==> src/prcr_pkg.sv <==
// Purpose: Constants and types for the power resource configuration bank.
// Assumes: 8-bit registers reached over an I2C target port.
// Notes: State codes and the last map offset are local choices.
package prcr_pkg;
   // I2C target address and register offsets
   localparam logic [6:0] PRCR_I2C_ADDR = 7'h4B;
   localparam logic [7:0] PRCR_OFF_RST_GRP = 8'hEC;
   localparam logic [7:0] PRCR_OFF_RST_CLS = 8'hED;
   localparam logic [7:0] PRCR_OFF_RST_MAP = 8'hEE;
   localparam logic [7:0] PRCR_OFF_REF_GRP = 8'hEF;
   localparam logic [7:0] PRCR_OFF_REF_CLS = 8'hF0;
   localparam logic [7:0] PRCR_OFF_REF_MAP = 8'hF1;

   // Field positions
   localparam int PRCR_MASK_MSB = 7;
   localparam int PRCR_MASK_LSB = 5;
   localparam int PRCR_POLICY_BIT = 4;
   localparam int PRCR_CLS2_MSB = 4;
   localparam int PRCR_CLS2_LSB = 3;
   localparam int PRCR_CLS_MSB = 2;
   localparam int PRCR_MAP_OFF_MSB = 7;
   localparam int PRCR_MAP_OFF_LSB = 4;
   localparam int PRCR_MAP_SLP_MSB = 3;

   // Values after reset
   localparam logic [2:0] PRCR_MASK_RST = 3'h7;
   localparam logic [2:0] PRCR_MASK_ALL = 3'h7;
   localparam logic PRCR_POLICY_RST = 1'b0;
   localparam logic [3:0] PRCR_STATE_RST = 4'h0;
   localparam logic [1:0] PRCR_CLS2_RST = 2'h0;
   localparam logic [2:0] PRCR_RST_CLS_RST = 3'h6;
   localparam logic [2:0] PRCR_REF_CLS_RST = 3'h0;
   localparam logic [3:0] PRCR_MAP_OFF_RST = 4'h0;
   localparam logic [3:0] PRCR_MAP_SLP_RST = 4'h8;

   // Resource state codes
   localparam logic [3:0] PRCR_STATE_OFF = 4'h0;
   localparam logic [3:0] PRCR_STATE_ACTIVE = 4'hE;

   // System mode request codes
   localparam logic [1:0] PRCR_MODE_ACTIVE = 2'h0;
   localparam logic [1:0] PRCR_MODE_SLEEP = 2'h1;

   // Input synchroniser depth and bit count of one byte
   localparam int PRCR_SYNC_STAGES = 2;
   localparam logic [3:0] PRCR_BYTE_BITS = 4'h8;
   localparam logic [3:0] PRCR_LAST_BIT = 4'h7;

   typedef enum logic [3:0] {
      PRCR_ST_IDLE,
      PRCR_ST_ADDR,
      PRCR_ST_ADDR_ACK,
      PRCR_ST_PTR,
      PRCR_ST_PTR_ACK,
      PRCR_ST_WDATA,
      PRCR_ST_WDATA_ACK,
      PRCR_ST_RDATA,
      PRCR_ST_RDATA_ACK
   } prcr_i2c_state_t;
endpackage

==> src/prcr_top.sv <==
// Purpose: I2C target holding configuration of two power resources.
// Assumes: SCL and SDA arrive asynchronously and are oversampled.
// Notes: Register pointer auto-increments on each data byte.
`timescale 1ns/1ns
// Contract
// (RULE1) Bits 7:5 are a processor group mask; 111 means all; resets to 7.
// (RULE2) Warm reset forces mask to 111 or keeps it; always restores voltage default.
// (RULE3) Policy bit 0 forces mask to all groups; 1 keeps the mask.
// (RULE4) Group register bits 3:0 show resource state, read-only, reset 0.
// (RULE5) Class bits 4:3 are secondary class, reset 0; bits 7:5 read zero.
// (RULE6) Reset-output primary class bits 2:0 are writable, reset 6.
// (RULE7) Main-reference primary class bits 2:0 are writable, reset 0.
// (RULE8) Map bits 7:4 give the state taken when off mode is requested.
// (RULE9) Map bits 3:0 give the state taken when sleep is requested; reset 8.
// (RULE10) Maps act only in sleep or off mode, not in active mode.
// (RULE11) Writes change only writable fields; read-only and reserved bits keep values.
module prcr_top (
   input wire logic ref_clk,
   input wire logic reset_n,
   input wire logic scl_pin,
   input wire logic sda_pin_in,
   output logic sda_pin_out,
   output logic sda_pin_oe,
   input wire logic [1:0] sys_mode_pin,
   input wire logic [2:0] group_active_pin,
   input wire logic warm_reset_pin,
   output logic [3:0] reset_output_state,
   output logic [3:0] main_ref_state,
   output logic reset_output_vsel_restore,
   output logic main_ref_vsel_restore
);
   import prcr_pkg::*;

   localparam int SYNC_W = 8;

   logic [SYNC_W-1:0] sync_a;
   logic [SYNC_W-1:0] sync_b;
   logic scl_s;
   logic sda_s;
   logic warm_s;
   logic [1:0] mode_s;
   logic [2:0] grp_act_s;
   logic scl_d;
   logic sda_d;
   logic warm_d;
   logic scl_rise;
   logic scl_fall;
   logic bus_start;
   logic bus_stop;
   logic warm_edge;

   prcr_i2c_state_t st;
   logic [7:0] shift;
   logic [3:0] cnt;
   logic [7:0] ptr;
   logic nack;
   logic wr_pulse;
   logic [7:0] wr_addr;
   logic [7:0] wr_data;
   logic [7:0] rd_data;
   logic byte_done;
   logic last_rd_bit;
   logic wr_rst_grp;
   logic wr_rst_cls;
   logic wr_rst_map;
   logic wr_ref_grp;
   logic wr_ref_cls;
   logic wr_ref_map;

   logic [7:0] rst_grp_reg;
   logic [7:0] rst_cls_reg;
   logic [7:0] rst_map_reg;
   logic [7:0] ref_grp_reg;
   logic [7:0] ref_cls_reg;
   logic [7:0] ref_map_reg;

   // Two-stage synchroniser for every pin input
   always_ff @(posedge ref_clk or negedge reset_n) begin
      if (!reset_n) begin
         sync_a <= {SYNC_W{1'b1}};
         sync_b <= {SYNC_W{1'b1}};
      end else begin
         sync_a <= {scl_pin, sda_pin_in, warm_reset_pin, sys_mode_pin, group_active_pin};
         sync_b <= sync_a;
      end
   end

   assign scl_s = sync_b[7];
   assign sda_s = sync_b[6];
   assign warm_s = sync_b[5];
   assign mode_s = sync_b[4:3];
   assign grp_act_s = sync_b[2:0];

   // Delayed copies for edge detection
   always_ff @(posedge ref_clk or negedge reset_n) begin
      if (!reset_n) begin
         scl_d <= 1'b1;
         sda_d <= 1'b1;
         warm_d <= 1'b1;
      end else begin
         scl_d <= scl_s;
         sda_d <= sda_s;
         warm_d <= warm_s;
      end
   end

   assign scl_rise = scl_s & ~scl_d;
   assign scl_fall = ~scl_s & scl_d;
   assign bus_start = scl_s & scl_d & sda_d & ~sda_s;
   assign bus_stop = scl_s & scl_d & ~sda_d & sda_s;
   assign warm_edge = warm_s & ~warm_d;

   // Bit counter end points
   assign byte_done = (cnt == PRCR_BYTE_BITS);
   assign last_rd_bit = (cnt == PRCR_LAST_BIT);

   // Write strobe per register
   assign wr_rst_grp = wr_pulse && (wr_addr == PRCR_OFF_RST_GRP);
   assign wr_rst_cls = wr_pulse && (wr_addr == PRCR_OFF_RST_CLS);
   assign wr_rst_map = wr_pulse && (wr_addr == PRCR_OFF_RST_MAP);
   assign wr_ref_grp = wr_pulse && (wr_addr == PRCR_OFF_REF_GRP);
   assign wr_ref_cls = wr_pulse && (wr_addr == PRCR_OFF_REF_CLS);
   assign wr_ref_map = wr_pulse && (wr_addr == PRCR_OFF_REF_MAP);

   // Register read mux, unmapped reads zero
   always_comb begin
      unique case (ptr)
         PRCR_OFF_RST_GRP: rd_data = rst_grp_reg;
         PRCR_OFF_RST_CLS: rd_data = rst_cls_reg;
         PRCR_OFF_RST_MAP: rd_data = rst_map_reg;
         PRCR_OFF_REF_GRP: rd_data = ref_grp_reg;
         PRCR_OFF_REF_CLS: rd_data = ref_cls_reg;
         PRCR_OFF_REF_MAP: rd_data = ref_map_reg;
         default: rd_data = 8'h00;
      endcase
   end

   // Open-drain SDA only ever pulls low
   always_ff @(posedge ref_clk or negedge reset_n) begin
      if (!reset_n) begin
         sda_pin_out <= 1'b0;
      end else begin
         sda_pin_out <= 1'b0;
      end
   end

   // I2C target protocol engine
   always_ff @(posedge ref_clk or negedge reset_n) begin
      if (!reset_n) begin
         st <= PRCR_ST_IDLE;
         shift <= 8'h00;
         cnt <= 4'h0;
         ptr <= 8'h00;
         nack <= 1'b0;
         sda_pin_oe <= 1'b0;
         wr_pulse <= 1'b0;
         wr_addr <= 8'h00;
         wr_data <= 8'h00;
      end else begin
         wr_pulse <= 1'b0;
         if (bus_start) begin
            st <= PRCR_ST_ADDR;
            cnt <= 4'h0;
            sda_pin_oe <= 1'b0;
         end else if (bus_stop) begin
            st <= PRCR_ST_IDLE;
            sda_pin_oe <= 1'b0;
         end else begin
            unique case (st)
               PRCR_ST_IDLE: begin
                  sda_pin_oe <= 1'b0;
               end
               PRCR_ST_ADDR, PRCR_ST_PTR, PRCR_ST_WDATA: begin
                  if (scl_rise && !byte_done) begin
                     shift <= {shift[6:0], sda_s};
                     cnt <= 4'(cnt + 4'h1);
                  end else if (scl_fall && byte_done) begin
                     cnt <= 4'h0;
                     if (st == PRCR_ST_ADDR) begin
                        if (shift[7:1] == PRCR_I2C_ADDR) begin
                           sda_pin_oe <= 1'b1;
                           nack <= shift[0];
                           st <= PRCR_ST_ADDR_ACK;
                        end else begin
                           st <= PRCR_ST_IDLE;
                        end
                     end else if (st == PRCR_ST_PTR) begin
                        ptr <= shift;
                        sda_pin_oe <= 1'b1;
                        st <= PRCR_ST_PTR_ACK;
                     end else begin
                        wr_pulse <= 1'b1;
                        wr_addr <= ptr;
                        wr_data <= shift;
                        sda_pin_oe <= 1'b1;
                        st <= PRCR_ST_WDATA_ACK;
                     end
                  end
               end
               PRCR_ST_ADDR_ACK: begin
                  if (scl_fall) begin
                     cnt <= 4'h0;
                     if (nack) begin
                        shift <= rd_data;
                        sda_pin_oe <= ~rd_data[7];
                        st <= PRCR_ST_RDATA;
                     end else begin
                        sda_pin_oe <= 1'b0;
                        st <= PRCR_ST_PTR;
                     end
                  end
               end
               PRCR_ST_PTR_ACK: begin
                  if (scl_fall) begin
                     sda_pin_oe <= 1'b0;
                     st <= PRCR_ST_WDATA;
                  end
               end
               PRCR_ST_WDATA_ACK: begin
                  if (scl_fall) begin
                     sda_pin_oe <= 1'b0;
                     ptr <= 8'(ptr + 8'h01);
                     st <= PRCR_ST_WDATA;
                  end
               end
               PRCR_ST_RDATA: begin
                  if (scl_fall) begin
                     if (last_rd_bit) begin
                        sda_pin_oe <= 1'b0;
                        ptr <= 8'(ptr + 8'h01);
                        st <= PRCR_ST_RDATA_ACK;
                     end else begin
                        shift <= {shift[6:0], 1'b0};
                        sda_pin_oe <= ~shift[6];
                        cnt <= 4'(cnt + 4'h1);
                     end
                  end
               end
               PRCR_ST_RDATA_ACK: begin
                  if (scl_rise) begin
                     nack <= sda_s;
                  end else if (scl_fall) begin
                     cnt <= 4'h0;
                     if (nack) begin
                        st <= PRCR_ST_IDLE;
                     end else begin
                        shift <= rd_data;
                        sda_pin_oe <= ~rd_data[7];
                        st <= PRCR_ST_RDATA;
                     end
                  end
               end
               default: begin
                  st <= PRCR_ST_IDLE;
                  cnt <= 4'h0;
                  sda_pin_oe <= 1'b0;
               end
            endcase
         end
      end
   end

   // Chip reset output resource
   prcr_resource #(
      .CLS_RESET(PRCR_RST_CLS_RST) // RULE6
   ) u_reset_output (
      .ref_clk(ref_clk),
      .reset_n(reset_n),
      .wr_grp(wr_rst_grp),
      .wr_cls(wr_rst_cls),
      .wr_map(wr_rst_map),
      .wr_data(wr_data),
      .warm_edge(warm_edge),
      .sys_mode(mode_s),
      .group_active(grp_act_s),
      .grp_reg(rst_grp_reg),
      .cls_reg(rst_cls_reg),
      .map_reg(rst_map_reg),
      .state(reset_output_state),
      .vsel_restore(reset_output_vsel_restore)
   );

   // Main voltage reference resource
   prcr_resource #(
      .CLS_RESET(PRCR_REF_CLS_RST) // RULE7
   ) u_main_ref (
      .ref_clk(ref_clk),
      .reset_n(reset_n),
      .wr_grp(wr_ref_grp),
      .wr_cls(wr_ref_cls),
      .wr_map(wr_ref_map),
      .wr_data(wr_data),
      .warm_edge(warm_edge),
      .sys_mode(mode_s),
      .group_active(grp_act_s),
      .grp_reg(ref_grp_reg),
      .cls_reg(ref_cls_reg),
      .map_reg(ref_map_reg),
      .state(main_ref_state),
      .vsel_restore(main_ref_vsel_restore)
   );
endmodule

==> src/prcr_resource.sv <==
// Purpose: Group, class and sleep/off map registers of one power resource.
// Assumes: Write strobes already decoded; inputs synchronous to ref_clk.
// Notes: Warm reset with policy bit 0 beats a host write to the group mask.
`timescale 1ns/1ns
module prcr_resource #(
   parameter logic [2:0] CLS_RESET = 3'h0
) (
   input wire logic ref_clk,
   input wire logic reset_n,
   input wire logic wr_grp,
   input wire logic wr_cls,
   input wire logic wr_map,
   input wire logic [7:0] wr_data,
   input wire logic warm_edge,
   input wire logic [1:0] sys_mode,
   input wire logic [2:0] group_active,
   output logic [7:0] grp_reg,
   output logic [7:0] cls_reg,
   output logic [7:0] map_reg,
   output logic [3:0] state,
   output logic vsel_restore
);
   import prcr_pkg::*;

   logic [2:0] mask;
   logic policy;
   logic [1:0] cls2;
   logic [2:0] cls;
   logic [3:0] off_map;
   logic [3:0] sleep_map;

   // Group mask with warm reset override
   always_ff @(posedge ref_clk or negedge reset_n) begin
      if (!reset_n) begin
         mask <= PRCR_MASK_RST; // RULE1
      end else if (warm_edge && (policy == 1'b0)) begin
         mask <= PRCR_MASK_ALL; // RULE2 RULE3
      end else if (wr_grp) begin
         mask <= wr_data[PRCR_MASK_MSB:PRCR_MASK_LSB]; // RULE1
      end
   end

   always_ff @(posedge ref_clk or negedge reset_n) begin
      if (!reset_n) begin
         policy <= PRCR_POLICY_RST;
      end else if (wr_grp) begin
         policy <= wr_data[PRCR_POLICY_BIT]; // RULE2
      end
   end

   // Voltage-select default restore on any warm reset
   always_ff @(posedge ref_clk or negedge reset_n) begin
      if (!reset_n) begin
         vsel_restore <= 1'b0;
      end else begin
         vsel_restore <= warm_edge; // RULE2 RULE3
      end
   end

   always_ff @(posedge ref_clk or negedge reset_n) begin
      if (!reset_n) begin
         cls2 <= PRCR_CLS2_RST;
         cls <= CLS_RESET; // RULE6 RULE7
      end else if (wr_cls) begin
         cls2 <= wr_data[PRCR_CLS2_MSB:PRCR_CLS2_LSB]; // RULE5
         cls <= wr_data[PRCR_CLS_MSB:0]; // RULE6 RULE7
      end
   end

   always_ff @(posedge ref_clk or negedge reset_n) begin
      if (!reset_n) begin
         off_map <= PRCR_MAP_OFF_RST;
         sleep_map <= PRCR_MAP_SLP_RST;
      end else if (wr_map) begin
         off_map <= wr_data[PRCR_MAP_OFF_MSB:PRCR_MAP_OFF_LSB]; // RULE8
         sleep_map <= wr_data[PRCR_MAP_SLP_MSB:0]; // RULE9
      end
   end

   // Resource state from system mode
   always_ff @(posedge ref_clk or negedge reset_n) begin
      if (!reset_n) begin
         state <= PRCR_STATE_RST; // RULE4
      end else if (sys_mode == PRCR_MODE_ACTIVE) begin
         state <= ((mask & group_active) != 3'h0) ? PRCR_STATE_ACTIVE
                                                  : PRCR_STATE_OFF; // RULE10
      end else if (sys_mode == PRCR_MODE_SLEEP) begin
         state <= sleep_map; // RULE9
      end else begin
         state <= off_map; // RULE8
      end
   end

   // Read views, reserved bits zero
   assign grp_reg = {mask, policy, state}; // RULE4 RULE11
   assign cls_reg = {3'h0, cls2, cls}; // RULE5 RULE11
   assign map_reg = {off_map, sleep_map};
endmodule

==> config.mk <==
export PLATFORM = sky130hd
export DESIGN_NAME = prcr_top
export DESIGN_NICKNAME = d
export VERILOG_FILES = /design/src/prcr_pkg.sv /design/src/prcr_top.sv /design/src/prcr_resource.sv
export SDC_FILE = /design/constraint.sdc
export NUM_CORES = 1
export LEC_CHECK = 0
export BUFFER_PORTS_ARGS = -buffer_cell sky130_fd_sc_hd__buf_2
export CAP_MARGIN = 10
export CORE_UTILIZATION = 57
export DETAILED_ROUTE_END_ITERATION = 12
export MAX_ROUTING_LAYER = met4
export PLACE_DENSITY = 0.74
export SLEW_MARGIN = 25
export SYNTH_ARGS = -nofsm -noshare
export SYNTH_HDL_FRONTEND = slang
export SYNTH_HIERARCHICAL = 1
export SYNTH_SLANG_ARGS = --single-unit
==> constraint.sdc <==
create_clock -name ref_clk -period 4.7 [get_ports ref_clk]
set_input_delay 1.41 -clock ref_clk [delete_from_list [all_inputs] [get_ports ref_clk]]
set_output_delay 1.41 -clock ref_clk [all_outputs]
set_load 0.005 [all_outputs]
======== Word level (Yosys, flattened, before mapping) ========
Index checks and enable logic that the tools add are counted.
storage, ports and cells
  memories kept ........................... 0
  bits in read-only memories .............. 0
  output and inout bits ................... 12
  register bits ........................... 105
  bits in writable memories ............... 0
  bits in latches ......................... 0
  word-level logic and storage cells ...... 224
operators by class
  reductions and logical operators ........ 30
  multiplexer cells ....................... 81
  bitwise operators ....................... 24
  add/sub/neg operators ................... 2
  shift-type cells ........................ 0
  div/mod/pow operators ................... 0
  $mul .................................... 0
  $lt $le $gt $ge ......................... 0
  equal/unequal tests ..................... 58
operator list
  kind                                                  count
  two-way mux 8 bit                                     15
  two-way mux 4 bit                                     25
  equality test 8 bit (second input constant)           12
  case mux 8 bit (6 select lines)                       1
  != test 2 bit (second input constant)                 18
  != test 4 bit (second input constant)                 9
  case mux 8 bit (4 select lines)                       1
  two-way mux 1 bit                                     26
  case mux 4 bit (6 select lines)                       1
  case mux 8 bit (3 select lines)                       1
  equality test 4 x 3 -> 1 bit (second input constant)  5
  case mux 4 bit (5 select lines)                       1
  two-way mux 3 bit                                     6
  AND reduction 9 bit                                   2
  NOT 1 bit                                             14
  != test 3 bit (second input constant)                 4
  AND reduction 11 bit                                  1
  logical AND 1 bit                                     10
  AND reduction 10 bit                                  1
  nonzero test 3 bit                                    3
  adder 8 x 1 -> 8 bit (second input constant)          1
  bitwise AND 1 bit                                     8
  equality test 4 x 2 -> 1 bit (second input constant)  2
  equality test 4 bit (second input constant)           2
  21 further kinds                                      26

======== Depth between registers and ports, before layout ========
  depth after elaboration ................. 9
  depth in mapped cells ................... 10

======== Hierarchy ========
The synthesis kept the hierarchy.
by module, submodules not included
  module                           instances  area an instance (um^2)  cells an instance
  prcr_top                         1          3482.1                   371
  prcr_resource at u_reset_output  1          945.9                    71
  prcr_resource at u_main_ref      1          943.4                    71

======== Worst setup path after synthesis ========
Ideal clock, no wire load.
  kind .................................... reg2reg
  start point ............................. reg scl_d
  end point ............................... reg ptr[4]
  data required time ...................... 4.575 ns
  cell stages (with the launch flop) ...... 10
  path buffers ............................ 3
  slack ................................... 2.560 ns
  clock period less this slack ............ 2.140 ns
  arrival ................................. 2.014 ns
  cells stage by stage .................... dfstp_2 -> buf_4 -> and2b_2 -> and2_4 -> o21ai_2 -> or4_1 -> buf_2 -> buf_2 -> o21ai_0 -> o21ai_1
between the ends
  cells in the longest elaborated chain, start to end .. 5
  elaborated cells between the ends (all ways) .. 17
  classes of those cells .................. 4 x eq/ne; 10 x bitwise; 3 x reduce/logical
RTL lines
  element                                                      line                                               text
  start, declared                                              prcr_top.sv:43                                     logic scl_d;
  start signal, assigned                                       prcr_top.sv:101                                    scl_d <= scl_s;
  NOT 1 bit / bitwise AND 1 bit (equally long branches)        prcr_top.sv:107, prcr_top.sv:109, prcr_top.sv:110
  bitwise AND 1 bit, on equally long branches                  prcr_top.sv:107, prcr_top.sv:109, prcr_top.sv:110
  logical AND 1 bit, or another cell as far along              prcr_top.sv:174                                    if (scl_rise && !byte_done) begin
  != test 2 bit (no line) / NOT 1 bit (equally long branches)  -
  AND reduction 10 bit (no line) *                             -
  end signal, assigned                                         prcr_top.sv:188                                    ptr <= shift;
  end signal, assigned                                         prcr_top.sv:222                                    ptr <= 8'(ptr + 8'h01);
  end signal, assigned                                         prcr_top.sv:230                                    ptr <= 8'(ptr + 8'h01);
  end, declared                                                prcr_top.sv:55                                     logic [7:0] ptr;
Mark *: on every way between the ends. The rest lies on a longest branch, timed or not.
A chain may end at the register's enable or synchronous reset.

======== Worst setup path after layout ========
  start point ............................. reg st[0]
  end point ............................... reg wr_addr[2]
between the ends
  cells in the longest elaborated chain, start to end .. 3
  elaborated cells between the ends (all ways) .. 7
  classes of those cells .................. 3 x eq/ne; 2 x bitwise; 2 x reduce/logical
RTL lines
  element                                                     line                              text
  start, declared                                             prcr_top.sv:52                    prcr_i2c_state_t st;
  start signal, assigned                                      prcr_top.sv:150                   st <= PRCR_ST_IDLE;
  start signal, assigned                                      prcr_top.sv:162                   st <= PRCR_ST_ADDR;
  start signal, assigned                                      prcr_top.sv:166                   st <= PRCR_ST_IDLE;
  equality test 4 x 1 -> 1 bit, or another cell as far along  prcr_top.sv:169, prcr_top.sv:179
  OR reduction 3 bit / NOT 1 bit (equally long branches)      -
  AND reduction 7 bit (no line) *                             -
  end signal, assigned                                        prcr_top.sv:193                   wr_addr <= ptr;
  end, declared                                               prcr_top.sv:58                    logic [7:0] wr_addr;
Marked as above.

==> results.cfg <==
[sta]
finalCriticalPeriod_ns = 2.74
tns_ns = 0
rsz0062_at_grt = no
finalHoldViolations = 0
final.period_utilization = 0.583
setup_viol = 0
clock.fmax_mhz = 365
slew_headroom = 0.296
finalClockSkew_ns = 0.0119
hold_slack_ns = 0.359
tightest_slew_ns = 1.05
slew_violations = 0

[global_routing]
grt_usage = 0.266
first_global_vias = 3781
antenna_found_initial = 0
grt_overflow = 0
grt_pass1_wl_mm = 19.5
grt_start_max_net_pins = 68

[drt]
drc = 2
dr.first_iter.drc_count = 322
wl_mm = 11.6
via_count = 3920
dr.pass1.iters = 9
via_per_inst = 6.32
ant_nets = 0
wire_per_inst_um = 18.7

[run]
drv_cap = 0

[layout]
nets = 521
antenna_cells = 0
fillers = 777
fin_util = 0.604
syn_to_final_growth_pct = 3.40
final_layout_size_suffix_gt1_frac = 0.224

[die]
io_pins = 22
core_area_um2 = 9200
num_rows = 35
die_y_um = 99.1
die_area_um2 = 9820
dieWidth_um = 99.1
initial_core_util = 0.584

[logic_synthesis]
syn_area_per_cell_um2 = 10.5
synth_top_cell_by_area = dfrtp_1
syn_area_um2 = 5370
ys_types = 63
synth-seq-cells = 106
syn_inst = 513
ys_async_sr_fraction = 1.00
synth_edf_count = 0
synth_warnings = 6
synth_top_area_frac = 0.359
synth_top_flop_cell = dfrtp_1
synth_area_leaders = dfrtp_1 36%, dfstp_2 14%, mux2_2 6.1%
seq_area_frac_synth = 0.501

[clock_network]
tritoncts = built
post_cts_buffers = 0
clock-sinks = 106
cts_resized = 0
clk_pin_slew_ns = 0.09
clockBufferDepth = 2
clkLatencyLatePin_ns = 0.37
h-tree-depth = 3
cts-hold-fix-buffers = 0
numCtsBuffers = 9
cts-root-buf = clkbuf_8

[power]
leakage_uw = 0.00235
p_comb_frac = 0.309
power.total_uw = 2540
switching_power_uw = 944
p_sw_frac = 0.371
ir_drop_mv = 0.223
p_int_uw = 1600
p_clk_frac = 0.210
seqPwrFrac = 0.482
powerDensity_nw_per_um2 = 458

[setup_path]
required_ns = 4.95
r2r_start = st[0]
crit_chain = nor2b_1 > nand4b_1 > mux2_2
worstSetupPathType = reg2reg
cp_max_fo = 22
crit_path_max_incr_delay_ns = 0.83
worstPathArrival_ns = 3.00
endpoint_kind = flop
r2r_end = wr_addr[2]
start_kind = flop
reg2regPathDepth = 3
r2r_slack_ns = 1.96
critPathCapture = wr_addr[2]
crit_start = st[0]
worst_path_max_delay_cell = nand4b_1

[status]
violations = design-rule violations
outcome = complete, but fails checks

[placement]
gp_congestion = 0.891
hpwl_mm = 8.18
portBuffers = 20

[worst_hold_path]
hold_path_class = reg2reg
holdPathStages = 0
==> cell usage after synthesis (all sizes together) (7+ instances only) <==
cell type / number
a21oi: 30
a221oi: 9
a22o: 7
a22oi: 8
a31oi: 7
buf: 33
clkbuf: 12
dfrtp: 77
dfstp: 29
inv: 18
mux2: 39
mux2i: 9
nand2: 47
nand2b: 9
nand3: 9
nor2: 30
nor2b: 8
nor3: 9
nor3b: 7
o21ai: 37
==> cell families (layout without fill, tap and decap cells) <==
family / count (synthesis) / count (layout) / synth area share
simple gates: 151 / 151 / 0.144
compound gates: 135 / 135 / 0.170
flops: 106 / 106 / 0.501
buf+inv: 63 / 55 / 0.0629
mux: 48 / 48 / 0.104
fa+ha+maj: 6 / 6 / 0.0140
other cells: 3 / 7 / 0.00210
xor+xnor: 1 / 1 / 0.00163
==> power groups by stage <==
stage | sequential, µW | clock [µW] | combinational [µW]
finish | 1220 | 533 | 784
global route | 1250 | 580 | 879
CTS | 1220 | 546 | 775
detailed placement | 1240 | 0 | 773
global placement | 1230 | 0 | 751
floorplan | 1120 | 0 | 694
==> worst min path at each step <==
stage / from / to / slack, ns
after floorplan: sync_a[0] / sync_b[0] / 0.35
after global placement: sync_a[5] / sync_b[5] / 0.35
after detailed placement: sync_a[0] / sync_b[0] / 0.35
after CTS: sync_a[3] / sync_b[3] / 0.36
after global routing: sync_a[4] / sync_b[4] / 0.37
final: sync_a[3] / sync_b[3] / 0.36
==> routing by layer <==
metal,part of all wire,up-vias,wire (µm),global-route usage
met1,0.44,1961,5100,0.365
met2,0.48,127,5530,0.401
li1,-,1819,-,-
met5,0,-,0,-
met4,0.012,0,139,0.0645
met3,0.072,13,833,0.0667
==> stage by stage <==
step                instances  worst slack (ns)  area, µm²
floorplan                 517              2.56       5390
CTS                       620              1.96       5550
global placement          605              2.06       5370
global route              620              1.68       5550
finish                    620              1.96       5550
detailed placement        605              1.97       5380
==> area by class of cell <==
cell class                      count  area, µm²  share of cell area
Sequential cell                   106       2690               0.484
Multi-Input combinational cell    348       2360               0.426
Tap cell                          111        139              0.0250
Clock buffer                       12        135              0.0243
Timing Repair Buffer               22        118              0.0212
Inverter                           18       67.6              0.0122
Clock inverter                      3       42.5             0.00766
==> cell usage in the layout, fill, tap and decap left out, types with 3 or more instances in the layout <==
cell type / count
conb_1: 7
mux2_4: 8
nand2b_1: 9
mux2_2: 29
a221oi_1: 9
o22a_1: 4
clkbuf_8: 9
o211ai_1: 4
buf_4: 3
ha_1: 6
o31ai_1: 4
nor2_1: 30
nand4_1: 4
nor3b_1: 7
nand2_1: 47
nor3_1: 9
or4_1: 3
clkbuf_1: 3
nand3_1: 9
o21ai_0: 28
a222oi_1: 4
mux2i_1: 9
a31oi_1: 7
inv_1: 18
o21ai_1: 8
o22ai_1: 5
or2_2: 5
dfstp_2: 29
buf_2: 19
nand4b_1: 3
a21oi_1: 29
a22o_1: 7
dfrtp_1: 77
a22oi_1: 8
nor2b_1: 8
==> critical path, delay by kind of cell (launching register included) <==
| family | cells | cell delay, ns |
|---|---|---|
| simple gates | 2 | 1.32 |
| flops | 1 | 0.73 |
| mux | 1 | 0.58 |
Power figures use the tool's default switching activity.
